### src/hw/rtu_pkg.sv
// constants for the unsigned remote result and offset correction block
package rtu_pkg;
  // ---------------------------------------------------------------
  // command bytes
  // ---------------------------------------------------------------
  localparam logic [7:0] CMD_R1_INT = 8'h19;
  localparam logic [7:0] CMD_R2_INT = 8'h1a;
  localparam logic [7:0] CMD_R1_FRAC = 8'h29;
  localparam logic [7:0] CMD_R2_FRAC = 8'h2a;
  localparam logic [7:0] CMD_R1_OFS = 8'h31;
  localparam logic [7:0] CMD_R2_OFS = 8'h32;
  // ---------------------------------------------------------------
  // reset values and field layout
  // ---------------------------------------------------------------
  localparam logic [7:0] OFS_RESET = 8'h00;
  localparam logic [7:0] RESULT_RESET = 8'h00;
  localparam logic [7:0] UNMAPPED_READ = 8'h00;
  localparam int RAW_WIDTH = 13;     // 8 integer, 5 fraction bits (1/32 degree)
  localparam int FRAC_KEEP = 3;      // fraction bits always shown
  localparam int FRAC_FILT = 2;      // extra bits shown with filter on
  localparam logic [1:0] FILT_OFF = 2'h0;
  localparam logic [1:0] FILT_BASIC = 2'h1;
  localparam logic [1:0] FILT_RSVD = 2'h2;
  localparam logic [1:0] FILT_ENH = 2'h3;
endpackage : rtu_pkg

### src/hw/rtu_result.sv
// remote channel unsigned result formatting, offset correction and fraction lock
// ---------------------------------------------------------------
// Functional notes
// - integer byte unsigned, bit7 128 down to 1
// - fraction byte bits 7..5 half, quarter, eighth
// - fraction bit4 sixteenth only with filter on
// - fraction bit3 thirty-second only with filter on
// - fraction bits 2..0 always read zero
// - writable two's complement offset per channel
// - offset spans minus 64 to plus 63.5
// - corrected sum stored, not raw value
// - integer read locks fraction until fraction read
// - filter selector 00 off, 01/11 on, 10 reserved
// ---------------------------------------------------------------
`timescale 1ns/1ps
module rtu_result
  import rtu_pkg::*;
#(
  parameter int CHANNELS = 2
)
(
  // clock and reset
  input wire logic ref_clk,
  input wire logic resetn,
  // converter side, one raw reading per channel in 1/32 degree steps
  input wire logic [CHANNELS-1:0] conv_done,
  input wire logic [CHANNELS*RAW_WIDTH-1:0] conv_raw,
  // filter selection from the configuration unit
  input wire logic [1:0] remote_one_filter_select,
  input wire logic [1:0] remote_two_filter_select,
  // command port from the bus engine
  input wire logic [7:0] cmd_addr,
  input wire logic cmd_wr,
  input wire logic cmd_rd,
  input wire logic [7:0] cmd_wdata,
  output logic [7:0] cmd_rdata,
  output logic cmd_rvalid
);

  // ---------------------------------------------------------------
  // state
  // ---------------------------------------------------------------
  logic [7:0] ofs [CHANNELS];
  logic [7:0] res_int [CHANNELS];
  logic [4:0] res_frac [CHANNELS];
  logic [4:0] lock_frac [CHANNELS];
  logic [CHANNELS-1:0] locked;
  logic [7:0] next_ofs [CHANNELS];
  logic [7:0] next_res_int [CHANNELS];
  logic [4:0] next_res_frac [CHANNELS];
  logic [4:0] next_lock_frac [CHANNELS];
  logic [CHANNELS-1:0] next_locked;
  logic [7:0] next_cmd_rdata;
  logic next_cmd_rvalid;
  logic [1:0] fsel [CHANNELS];
  logic [CHANNELS-1:0] filt_on;
  logic [CHANNELS-1:0] rd_int;
  logic [CHANNELS-1:0] rd_frac;
  logic [CHANNELS-1:0] wr_ofs;

  // gather the per channel selectors so the generate loop can index them
  assign fsel[0] = remote_one_filter_select;
  assign fsel[1] = remote_two_filter_select;

  // ---------------------------------------------------------------
  // per channel datapath
  // ---------------------------------------------------------------
  genvar g;
  generate
    for (g = 0; g < CHANNELS; g++)
    begin : g_ch
      logic [RAW_WIDTH:0] sum;
      logic [RAW_WIDTH-1:0] corr;
      logic [7:0] int_cmd;
      logic [7:0] frac_cmd;
      logic [7:0] ofs_cmd;
      assign int_cmd = (g == 0) ? CMD_R1_INT : CMD_R2_INT;
      assign frac_cmd = (g == 0) ? CMD_R1_FRAC : CMD_R2_FRAC;
      assign ofs_cmd = (g == 0) ? CMD_R1_OFS : CMD_R2_OFS;
      // any enabled code counts as on; reserved code treated as off
      assign filt_on[g] = (fsel[g] == FILT_BASIC) || (fsel[g] == FILT_ENH);
      assign rd_int[g] = cmd_rd && (cmd_addr == int_cmd);
      assign rd_frac[g] = cmd_rd && (cmd_addr == frac_cmd);
      assign wr_ofs[g] = cmd_wr && (cmd_addr == ofs_cmd);
      // offset in half degrees, sign extended to 1/32 steps (shift by 4)
      // offset byte 8 bits signed covers -64..+63.5
      always_comb
      begin
        sum = {1'b0, conv_raw[g*RAW_WIDTH +: RAW_WIDTH]}
            + {{2{ofs[g][7]}}, ofs[g], 4'h0};
        // clamp rather than wrap; a set top bit means underflow for a
        // negative offset and overflow for a positive one
        if (sum[RAW_WIDTH] && ofs[g][7])
          corr = '0;
        else if (sum[RAW_WIDTH])
          corr = '1;
        else
          corr = sum[RAW_WIDTH-1:0];
      end
      // next offset, result pair and lock state of this channel
      always_comb
      begin
        next_ofs[g] = ofs[g];
        next_res_int[g] = res_int[g];
        next_res_frac[g] = res_frac[g];
        next_lock_frac[g] = lock_frac[g];
        next_locked[g] = locked[g];
        if (wr_ofs[g])
          next_ofs[g] = cmd_wdata;
        // both bytes from one corrected sample
        if (conv_done[g])
        begin
          next_res_int[g] = corr[RAW_WIDTH-1 -: 8];
          next_res_frac[g] = corr[4:0];
        end
        // a fraction read unlocks; a later integer read relocks with the new value
        if (rd_frac[g])
          next_locked[g] = 1'b0;
        if (rd_int[g])
        begin
          next_locked[g] = 1'b1;
          next_lock_frac[g] = res_frac[g];
        end
      end
      // channel registers, reset clears offset, results and lock
      always_ff @(posedge ref_clk or negedge resetn)
      begin
        if (!resetn)
        begin
          ofs[g] <= OFS_RESET;
          res_int[g] <= RESULT_RESET;
          res_frac[g] <= RESULT_RESET[4:0];
          lock_frac[g] <= RESULT_RESET[4:0];
          locked[g] <= 1'b0;
        end
        else
        begin
          ofs[g] <= next_ofs[g];
          res_int[g] <= next_res_int[g];
          res_frac[g] <= next_res_frac[g];
          lock_frac[g] <= next_lock_frac[g];
          locked[g] <= next_locked[g];
        end
      end
    end
  endgenerate

  // ---------------------------------------------------------------
  // fraction byte formatting
  // ---------------------------------------------------------------
  function automatic logic [7:0] fmt_frac(input logic [4:0] f, input logic on);
    fmt_frac = {f[4:2], on ? f[1:0] : 2'h0, 3'h0};
  endfunction

  // ---------------------------------------------------------------
  // read decode, one cycle after the read strobe
  // ---------------------------------------------------------------
  always_comb
  begin
    next_cmd_rvalid = cmd_rd;
    next_cmd_rdata = UNMAPPED_READ;
    if (!cmd_rd)
      next_cmd_rdata = cmd_rdata;
    else if (cmd_addr == CMD_R1_INT)
      next_cmd_rdata = res_int[0];
    else if (cmd_addr == CMD_R2_INT)
      next_cmd_rdata = res_int[1];
    else if (cmd_addr == CMD_R1_FRAC)
      next_cmd_rdata = fmt_frac(locked[0] ? lock_frac[0] : res_frac[0], filt_on[0]);
    else if (cmd_addr == CMD_R2_FRAC)
      next_cmd_rdata = fmt_frac(locked[1] ? lock_frac[1] : res_frac[1], filt_on[1]);
    else if (cmd_addr == CMD_R1_OFS)
      next_cmd_rdata = ofs[0];
    else if (cmd_addr == CMD_R2_OFS)
      next_cmd_rdata = ofs[1];
  end

  // read answer registered so both outputs come straight from flops
  always_ff @(posedge ref_clk or negedge resetn)
  begin
    if (!resetn)
    begin
      cmd_rdata <= UNMAPPED_READ;
      cmd_rvalid <= 1'b0;
    end
    else
    begin
      cmd_rdata <= next_cmd_rdata;
      cmd_rvalid <= next_cmd_rvalid;
    end
  end

  // ---------------------------------------------------------------
  // assertions
  // ---------------------------------------------------------------
  // read answer timing; the bus engine relies on a single answer cycle
  a_rvalid_follows: assert property (@(posedge ref_clk) disable iff (!resetn)
    cmd_rd |=> cmd_rvalid)
    else $error("read answer missing");
  a_rvalid_pulse: assert property (@(posedge ref_clk) disable iff (!resetn)
    !cmd_rd |=> !cmd_rvalid)
    else $error("read answer without a read");
  a_rdata_hold: assert property (@(posedge ref_clk) disable iff (!resetn)
    !cmd_rd |=> $stable(cmd_rdata))
    else $error("read data moved without a read");

  // integer bytes return the stored corrected byte unchanged
  a_int_read_one: assert property (@(posedge ref_clk) disable iff (!resetn)
    (cmd_rd && cmd_addr == CMD_R1_INT) |=> cmd_rdata == $past(res_int[0]))
    else $error("integer one read wrong");
  a_int_read_two: assert property (@(posedge ref_clk) disable iff (!resetn)
    (cmd_rd && cmd_addr == CMD_R2_INT) |=> cmd_rdata == $past(res_int[1]))
    else $error("integer two read wrong");

  // fraction byte layout
  a_frac_low_zero: assert property (@(posedge ref_clk) disable iff (!resetn)
    cmd_rvalid |-> ($past(cmd_addr) != CMD_R1_FRAC && $past(cmd_addr) != CMD_R2_FRAC)
    || cmd_rdata[2:0] == 3'h0)
    else $error("reserved fraction bits set");
  a_frac_high_one: assert property (@(posedge ref_clk) disable iff (!resetn)
    (cmd_rd && cmd_addr == CMD_R1_FRAC && !locked[0])
    |=> cmd_rdata[7:5] == $past(res_frac[0][4:2])) else $error("fraction top bits wrong");
  a_filt_off_one: assert property (@(posedge ref_clk) disable iff (!resetn)
    (cmd_rd && cmd_addr == CMD_R1_FRAC && !filt_on[0]) |=> cmd_rdata[4:3] == 2'h0)
    else $error("filter bits shown with filter off");
  a_filt_off_two: assert property (@(posedge ref_clk) disable iff (!resetn)
    (cmd_rd && cmd_addr == CMD_R2_FRAC && !filt_on[1]) |=> cmd_rdata[4:3] == 2'h0)
    else $error("filter bits shown with filter off");
  a_filt_on_one: assert property (@(posedge ref_clk) disable iff (!resetn)
    (cmd_rd && cmd_addr == CMD_R1_FRAC && filt_on[0] && !locked[0])
    |=> cmd_rdata[4:3] == $past(res_frac[0][1:0])) else $error("filter bits lost");
  a_filt_on_two: assert property (@(posedge ref_clk) disable iff (!resetn)
    (cmd_rd && cmd_addr == CMD_R2_FRAC && filt_on[1] && !locked[1])
    |=> cmd_rdata[4:3] == $past(res_frac[1][1:0])) else $error("filter bits lost");
  a_rsvd_off: assert property (@(posedge ref_clk) disable iff (!resetn)
    (remote_one_filter_select == FILT_RSVD) |-> !filt_on[0])
    else $error("reserved code enabled filter");

  // offset registers
  a_ofs_write: assert property (@(posedge ref_clk) disable iff (!resetn)
    (cmd_wr && cmd_addr == CMD_R1_OFS) |=> ofs[0] == $past(cmd_wdata))
    else $error("offset write lost");
  a_ofs_write_two: assert property (@(posedge ref_clk) disable iff (!resetn)
    (cmd_wr && cmd_addr == CMD_R2_OFS) |=> ofs[1] == $past(cmd_wdata))
    else $error("offset two write lost");
  a_ofs_read_one: assert property (@(posedge ref_clk) disable iff (!resetn)
    (cmd_rd && cmd_addr == CMD_R1_OFS) |=> cmd_rdata == $past(ofs[0]))
    else $error("offset read wrong");

  // fraction lock; both channels have their own lock
  a_lock_held: assert property (@(posedge ref_clk) disable iff (!resetn)
    (locked[0] && !rd_int[0] && !rd_frac[0]) |=> $stable(lock_frac[0]) && locked[0])
    else $error("locked fraction changed");
  a_lock_held_two: assert property (@(posedge ref_clk) disable iff (!resetn)
    (locked[1] && !rd_int[1] && !rd_frac[1]) |=> $stable(lock_frac[1]) && locked[1])
    else $error("locked fraction changed");
  a_lock_take: assert property (@(posedge ref_clk) disable iff (!resetn)
    rd_int[1] |=> locked[1] && lock_frac[1] == $past(res_frac[1]))
    else $error("integer read did not lock");
  a_lock_take_one: assert property (@(posedge ref_clk) disable iff (!resetn)
    rd_int[0] |=> locked[0] && lock_frac[0] == $past(res_frac[0]))
    else $error("integer read did not lock");
  a_unlock_one: assert property (@(posedge ref_clk) disable iff (!resetn)
    rd_frac[0] |=> !locked[0])
    else $error("fraction read did not unlock");
  a_locked_read_one: assert property (@(posedge ref_clk) disable iff (!resetn)
    (cmd_rd && cmd_addr == CMD_R1_FRAC && locked[0])
    |=> cmd_rdata[7:5] == $past(lock_frac[0][4:2])) else $error("locked fraction not shown");

  // result update and offset arithmetic
  a_pair_update: assert property (@(posedge ref_clk) disable iff (!resetn)
    !conv_done[0] |=> $stable(res_int[0]) && $stable(res_frac[0]))
    else $error("result changed without conversion");
  a_pair_update_two: assert property (@(posedge ref_clk) disable iff (!resetn)
    !conv_done[1] |=> $stable(res_int[1]) && $stable(res_frac[1]))
    else $error("result changed without conversion");
  a_offset_sum: assert property (@(posedge ref_clk) disable iff (!resetn)
    (conv_done[0] && ofs[0] == 8'h00) |=> {res_int[0], res_frac[0]}
    == $past(conv_raw[RAW_WIDTH-1:0])) else $error("zero offset altered result");
  a_offset_sum_two: assert property (@(posedge ref_clk) disable iff (!resetn)
    (conv_done[1] && ofs[1] == 8'h00) |=> {res_int[1], res_frac[1]}
    == $past(conv_raw[RAW_WIDTH +: RAW_WIDTH])) else $error("zero offset altered result");
  // with saturation an offset can only move the result in its own direction
  a_ofs_up_one: assert property (@(posedge ref_clk) disable iff (!resetn)
    (conv_done[0] && !ofs[0][7]) |=> {res_int[0], res_frac[0]}
    >= $past(conv_raw[RAW_WIDTH-1:0])) else $error("positive offset lowered result");
  a_ofs_down_two: assert property (@(posedge ref_clk) disable iff (!resetn)
    (conv_done[1] && ofs[1][7]) |=> {res_int[1], res_frac[1]}
    <= $past(conv_raw[RAW_WIDTH +: RAW_WIDTH])) else $error("negative offset raised result");

  // main scenarios
  c_lock_then_read: cover property (@(posedge ref_clk) disable iff (!resetn)
    rd_int[0] ##[1:20] rd_frac[0]);
  c_conv_while_locked: cover property (@(posedge ref_clk) disable iff (!resetn)
    locked[0] && conv_done[0]);
  c_neg_offset: cover property (@(posedge ref_clk) disable iff (!resetn)
    conv_done[1] && ofs[1][7]);
  c_filter_bits_read: cover property (@(posedge ref_clk) disable iff (!resetn)
    rd_frac[1] && filt_on[1]);
  c_offset_zero_conv: cover property (@(posedge ref_clk) disable iff (!resetn)
    conv_done[0] && ofs[0] == 8'h00);

endmodule // rtu_result

### config.mk
export PLATFORM = sky130hd
export DESIGN_NAME = rtu_result
export DESIGN_NICKNAME = d
export VERILOG_FILES = /design/src/hw/rtu_pkg.sv /design/src/hw/rtu_result.sv
export SDC_FILE = /design/constraint.sdc
export NUM_CORES = 1
export LEC_CHECK = 0
export ABC_CLOCK_PERIOD_IN_PS = 5250
export BUFFER_PORTS_ARGS = -buffer_cell sky130_fd_sc_hd__buf_2
export CAP_MARGIN = 20
export CORE_MARGIN = 3
export CORE_UTILIZATION = 50
export CTS_BUF_LIST = sky130_fd_sc_hd__clkbuf_8
export DETAILED_ROUTE_END_ITERATION = 8
export PLACE_DENSITY_LB_ADDON = 0.2
export SLEW_MARGIN = 0
export SYNTH_ARGS = -nofsm -noshare
export SYNTH_HDL_FRONTEND = slang
export SYNTH_SLANG_ARGS = --single-unit
export TNS_END_PERCENT = 5
### constraint.sdc
create_clock -name ref_clk -period 5.25 [get_ports ref_clk]
set_input_delay 0.2625 -clock ref_clk [delete_from_list [all_inputs] [get_ports ref_clk]]
set_output_delay 0.2625 -clock ref_clk [all_outputs]
set_load 0.01 [all_outputs]
# [Word-level counts from Yosys, hierarchy flattened]
# Index checks and enable logic that the tools add are counted.
# Widths: inputs -> output; s select.
[classes] eq_ne=10 addsub=2 mux=18 n_reduce_logical=12
[ops] op="$mux 13" n=4
[ops] op="$mux 8" n=6
[ops] op="$eq 8x6->1 const B" n=4
[ops] op="$add 13x14->14" n=2
[ops] op="$eq 8x5->1 const B" n=2
[ops] op="$mux 5" n=2
[ops] op="$logic_and 1x1->1" n=8
[ops] op="$eq 2x1->1 const B" n=2
[ops] op="$eq 2x2->1 const B" n=2
[ops] op="$mux 1" n=4
[ops] op="$mux 2" n=2
[ops] op="$reduce_bool 2->1" n=2
[ops] op="$logic_or 1x1->1" n=2
[totals] ff_bits=63 word_cells=54 in_bits=52

# [Logic depth before layout (Yosys ltp)]
[logic_depth] word_depth=7 ltp_mapped=9 depth_no_buf=9

# [Worst setup path before layout]
# No wires, ideal clock.
[synth_path] path_kind="register to register" start="register ofs[0] in the netlist's numbering" end="register res_int[7] in the netlist's numbering" t_arrival_ps=2081 slack_ps=3070 path_buffers=0 stages_incl_launch_ff=10 path_cell_list="dfrtp_1 ha_1 inv_1 fa_1 nor2b_1 o31a_1 o31a_1 o21ai_0 mux2_1 a311oi_1"
[synth_between] elab_chain_len=3 word_cells_on_any_way=4
[synth_lines] element="start: declaration" line="rtu_result.sv:43" rtl="logic [7:0] ofs [CHANNELS];"
[synth_lines] element="start signal: indexed assignment" line="rtu_result.sv:138" rtl="ofs[g] <= next_ofs[g];"
[synth_lines] element="$add 13x14->14 *" line="rtu_result.sv:90" rtl="+ {{2{ofs[g][7]}}, ofs[g], 4'h0};"
[synth_lines] element="$mux 13 or $logic_and 1x1->1 (tied branches)" line="rtu_result.sv:95, rtu_result.sv:93"
[synth_lines] element="$mux 13 *" line="rtu_result.sv:93" rtl="if (sum[RAW_WIDTH] && ofs[g][7])"
[synth_lines] element="end signal: indexed assignment" line="rtu_result.sv:139" rtl="res_int[g] <= next_res_int[g];"
[synth_lines] element="end: declaration" line="rtu_result.sv:44" rtl="logic [7:0] res_int [CHANNELS];"
# Every way passes the cells marked *; elsewhere a longest branch is shown, timed or not.
# A chain may end at the register's enable or synchronous reset.

# [Worst setup path in the final report]
[layout_path] start="register ofs[11] in the netlist's numbering" end="register res_frac[9] in the netlist's numbering"
[layout_between] elab_chain_len=3 word_cells_on_any_way=4
[layout_lines] element="$add 13x14->14 *" line="rtu_result.sv:90"
[layout_lines] element="$mux 13 or $logic_and 1x1->1 (tied branches)" line="rtu_result.sv:95, rtu_result.sv:93"
[layout_lines] element="$mux 13 *" line="rtu_result.sv:93"
[layout_lines] element="end signal: indexed assignment" line="rtu_result.sv:132" rtl="res_frac[g] <= RESULT_RESET[4:0];"
[layout_lines] element="end signal: indexed assignment" line="rtu_result.sv:140" rtl="res_frac[g] <= next_res_frac[g];"
[layout_lines] element="end: declaration" line="rtu_result.sv:45" rtl="logic [4:0] res_frac [CHANNELS];"
# Marked as above.

==> results.md <==
- Outcome: complete, no violations
- Minimum clock period: 2.579 ns
- Leak Pwr: 2.029 nW
- IO Pins: 61
- Distinct cells, synth: 59
- Crit path buf inv count: 0
- CP required: 5.47 ns
- Die Width: 94.18 microns
- # setup viols final: 0
- Setup TNS: 0 ns
- Die ar.: 0.008869 sq mm
- Global Route met3 Usage: 5.609%
- Fillers: 657
- Arrival time worst endpoint: 2.80 ns
- Worst-case vdd ir drop: 0.2450 mV
- Layout Nets: 534
- Cts bufs inserted: 9
- Via Count: 3265
- Mapped Area: 0.003887 sq mm
- 1st-pass router iterations: 4
- Most frequent cells in the layout: dfrtp_1, buf_2, a21oi_1, nand2_1, nor2_1
- Ys async rst share: 100.0%
- DRC viols: 0
- Starting density of the core: 52.47%
- Max clock buf depth: 2
- Post-Place Cell Area: 0.004264 sq mm
- CP Capture Point: res_frac[9]
- Crit-path slowest cell: dfrtp_1
- PortBufs: 58
- Total GRT Usage: 22.34%
- Total grt overflow: 0
- Final WL: 9226 microns
- Post-place setup slack: 2.707 ns
- Worst Setup SP: ofs[11]
- CORE AREA: 0.007408 sq mm
- Worst r2r src: ofs[11]
- Global-route wire length before repair: 15390 microns
- Cell count after synthesis: 404
- Dpl hpwl: 7007 microns
- Hold Fails Final Rpt: 0
- Cell Chain, Critical Path: ha_1 -> a21o_1 -> a311o_1 -> a21oi_2 -> o21bai_1 -> maj3_2 -> mux2_2
- Worst R2R Setup Slack: 2.67 ns
- CTS tree: built
- Post-route ant nets: 0
- Syn_area_per_cell: 9.622 sq um
- CTS HTree Levels: 3
- Initial DRC count: 184
- Area growth, synth to finish: 14.48%
- Least-Margin Pin Slew: 0.8499 ns
- PD cells: 262.6 mW/mm^2
- Storage cell area: 0.001577 sq mm
- Rows: 31
- Setup Crit Path Kind: reg2reg
- Clock Tree Root: clkbuf_8
- Relative slew slack: 43.22%
- Max stage delay on crit path: 0.40 ns
- Vias in the first global route: 3135
- RSZ-0062 raised after global routing: no
- Hold Crit Class: in2async
- Crit-path max FO: 11
- Dominant cell type by area after synthesis: dfrtp_1
- Yosys top cell area share: 40.55%
- Synth Register Bits: 63
- Top Usage Layer GRT: met2
- Dominant cells by area after synthesis: dfrtp_1, ha_1, a21oi_1
- Die H: 94.18 microns
- Clock-pin slew on the worst setup and hold paths: 0.07 ns
- Slack of the critical path: 2.671 ns
- Crit start category: register
- Antenna cells: 0
- Finished Cell Area: 0.004451 sq mm
- Cell count of the worst reg-to-reg path: 7
- Met2 usage in global routing: 33.22%
- Pins Over Slew Limit: 0
- WL per Instance: 16.36 microns
- Largest net degree at the start of global routing: 64
- Met1 Usage GRT: 31.98%
- Critical path's top delay family: compound AO/OA/AOI/OAI gates
- Sink Count: 63
- Period utilisation layout: 49.12%
- R2r endpoint: res_frac[9]
- Postcts setup bufs: 0
- Synth warn: 0
- Max-Cap Viols: 0
- Share of layout cells above drive strength 1: 21.72%
- Most common library cell in the layout ignoring fill and taps: dfrtp_1
- Area of the multi-input gates: 0.002176 sq mm
- GP Congestion: 0.9226
- Register area share after synthesis: 40.55%
- F_max: 387.8 MHz
- Synth Flop Type: dfrtp_1
- Skew final: 0.006015 ns
- Vias per Instance: 5.789
- Hold buffer count at CTS: 0
- Setup crit end kind: register
- Antenna violations before repair: 0
- Power, Total: 1.169 mW
- Syn_nets: 476
- Post-synth EDFFs: 0
- Critical Path Stages: 7
- Clk Latency, worst-skew pair: 0.34 ns
- Resized Gates After CTS: 0
## registers in the layout, indices dropped and copies added (netlist names)
name / flops
cmd_rdata: 8
res_int: 16
ofs: 16
cmd_rvalid: 1
locked: 2
lock_frac: 10
res_frac: 10
## kinds of logic after synthesis
| kind of cell | count (synthesis) | synth area share (%) |
|---|---|---|
| compound gates | 150 | 25.36 |
| simple gates | 93 | 12.23 |
| flops | 63 | 40.55 |
| buf+inv | 36 | 3.476 |
| mux | 31 | 8.947 |
| fa+ha+maj | 23 | 7.628 |
| xor+xnor | 8 | 1.802 |
## metrics by stage
stage	cells	utilization, %	hold WS, ns
after floorplan	404	-	-0.03309
after global placement	550	57.56	0.4680
after CTS	564	60.07	0.1171
final	564	60.07	0.07224
after global routing	564	60.07	0.1322
after detailed placement	550	57.56	0.4738
## power by group
group | switching, mW | internal (mW) | total [mW]
clock network | 0.182 | 0.225 | 0.407
registers | 0.0319 | 0.525 | 0.557
logic | 0.113 | 0.0920 | 0.205
total | 0.327 | 0.842 | 1.17
## final cells by class
type	count	share of cell area [%]
clock buffer	10	3.092
clock inverter	4	1.096
inverter	24	2.024
multi-input combinational	305	48.89
sequential	63	35.42
tap	99	2.783
timing repair buffer	59	6.691
## routing by layer
layer	wire length, microns	share of wire, %
met1	4444	48
met2	4047	44
met3	558	6.0
met4	176	1.9
met5	0	0
## Yosys cell counts, types with 2 or more instances
| cell | number |
|---|---|
| o21ai_0 | 23 |
| mux2_2 | 17 |
| mux2_1 | 13 |
| o21bai_1 | 4 |
| and2b_1 | 2 |
| nand3_1 | 7 |
| ha_1 | 18 |
| o2bb2ai_1 | 12 |
| a31oi_1 | 2 |
| a221oi_1 | 6 |
| a21o_1 | 7 |
| inv_1 | 21 |
| o21a_1 | 5 |
| o31a_1 | 2 |
| maj3_1 | 2 |
| nor2_1 | 25 |
| nand4_1 | 2 |
| fa_1 | 2 |
| o211ai_1 | 5 |
| xnor2_1 | 7 |
| nor3b_2 | 2 |
| or3_1 | 2 |
| nand2b_1 | 5 |
| o22ai_1 | 13 |
| a21oi_1 | 40 |
| o21ai_1 | 6 |
| a22oi_1 | 8 |
| clkbuf_1 | 11 |
| dfrtp_1 | 63 |
| a31o_1 | 2 |
| nand2_1 | 32 |
| clkinv_1 | 2 |
| nor3_1 | 4 |
| nor2b_1 | 6 |
| a2111oi_0 | 2 |
## worst min-delay path by stage
stage                  from      endpoint  slack, ns  cells past startpoint
6_report             resetn   res_frac[1]       0.07                      2
5_1_grt        cmd_wdata[3]        ofs[3]       0.13                      2
4_1_cts              resetn   res_frac[1]       0.12                      2
3_5_place_dp         resetn   res_frac[1]       0.47                      2
3_3_place_gp         resetn   res_frac[1]       0.47                      2
2_1_floorplan        resetn  cmd_rdata[0]      -0.03                      0
Note: power is estimated with default switching activity, not from simulation.
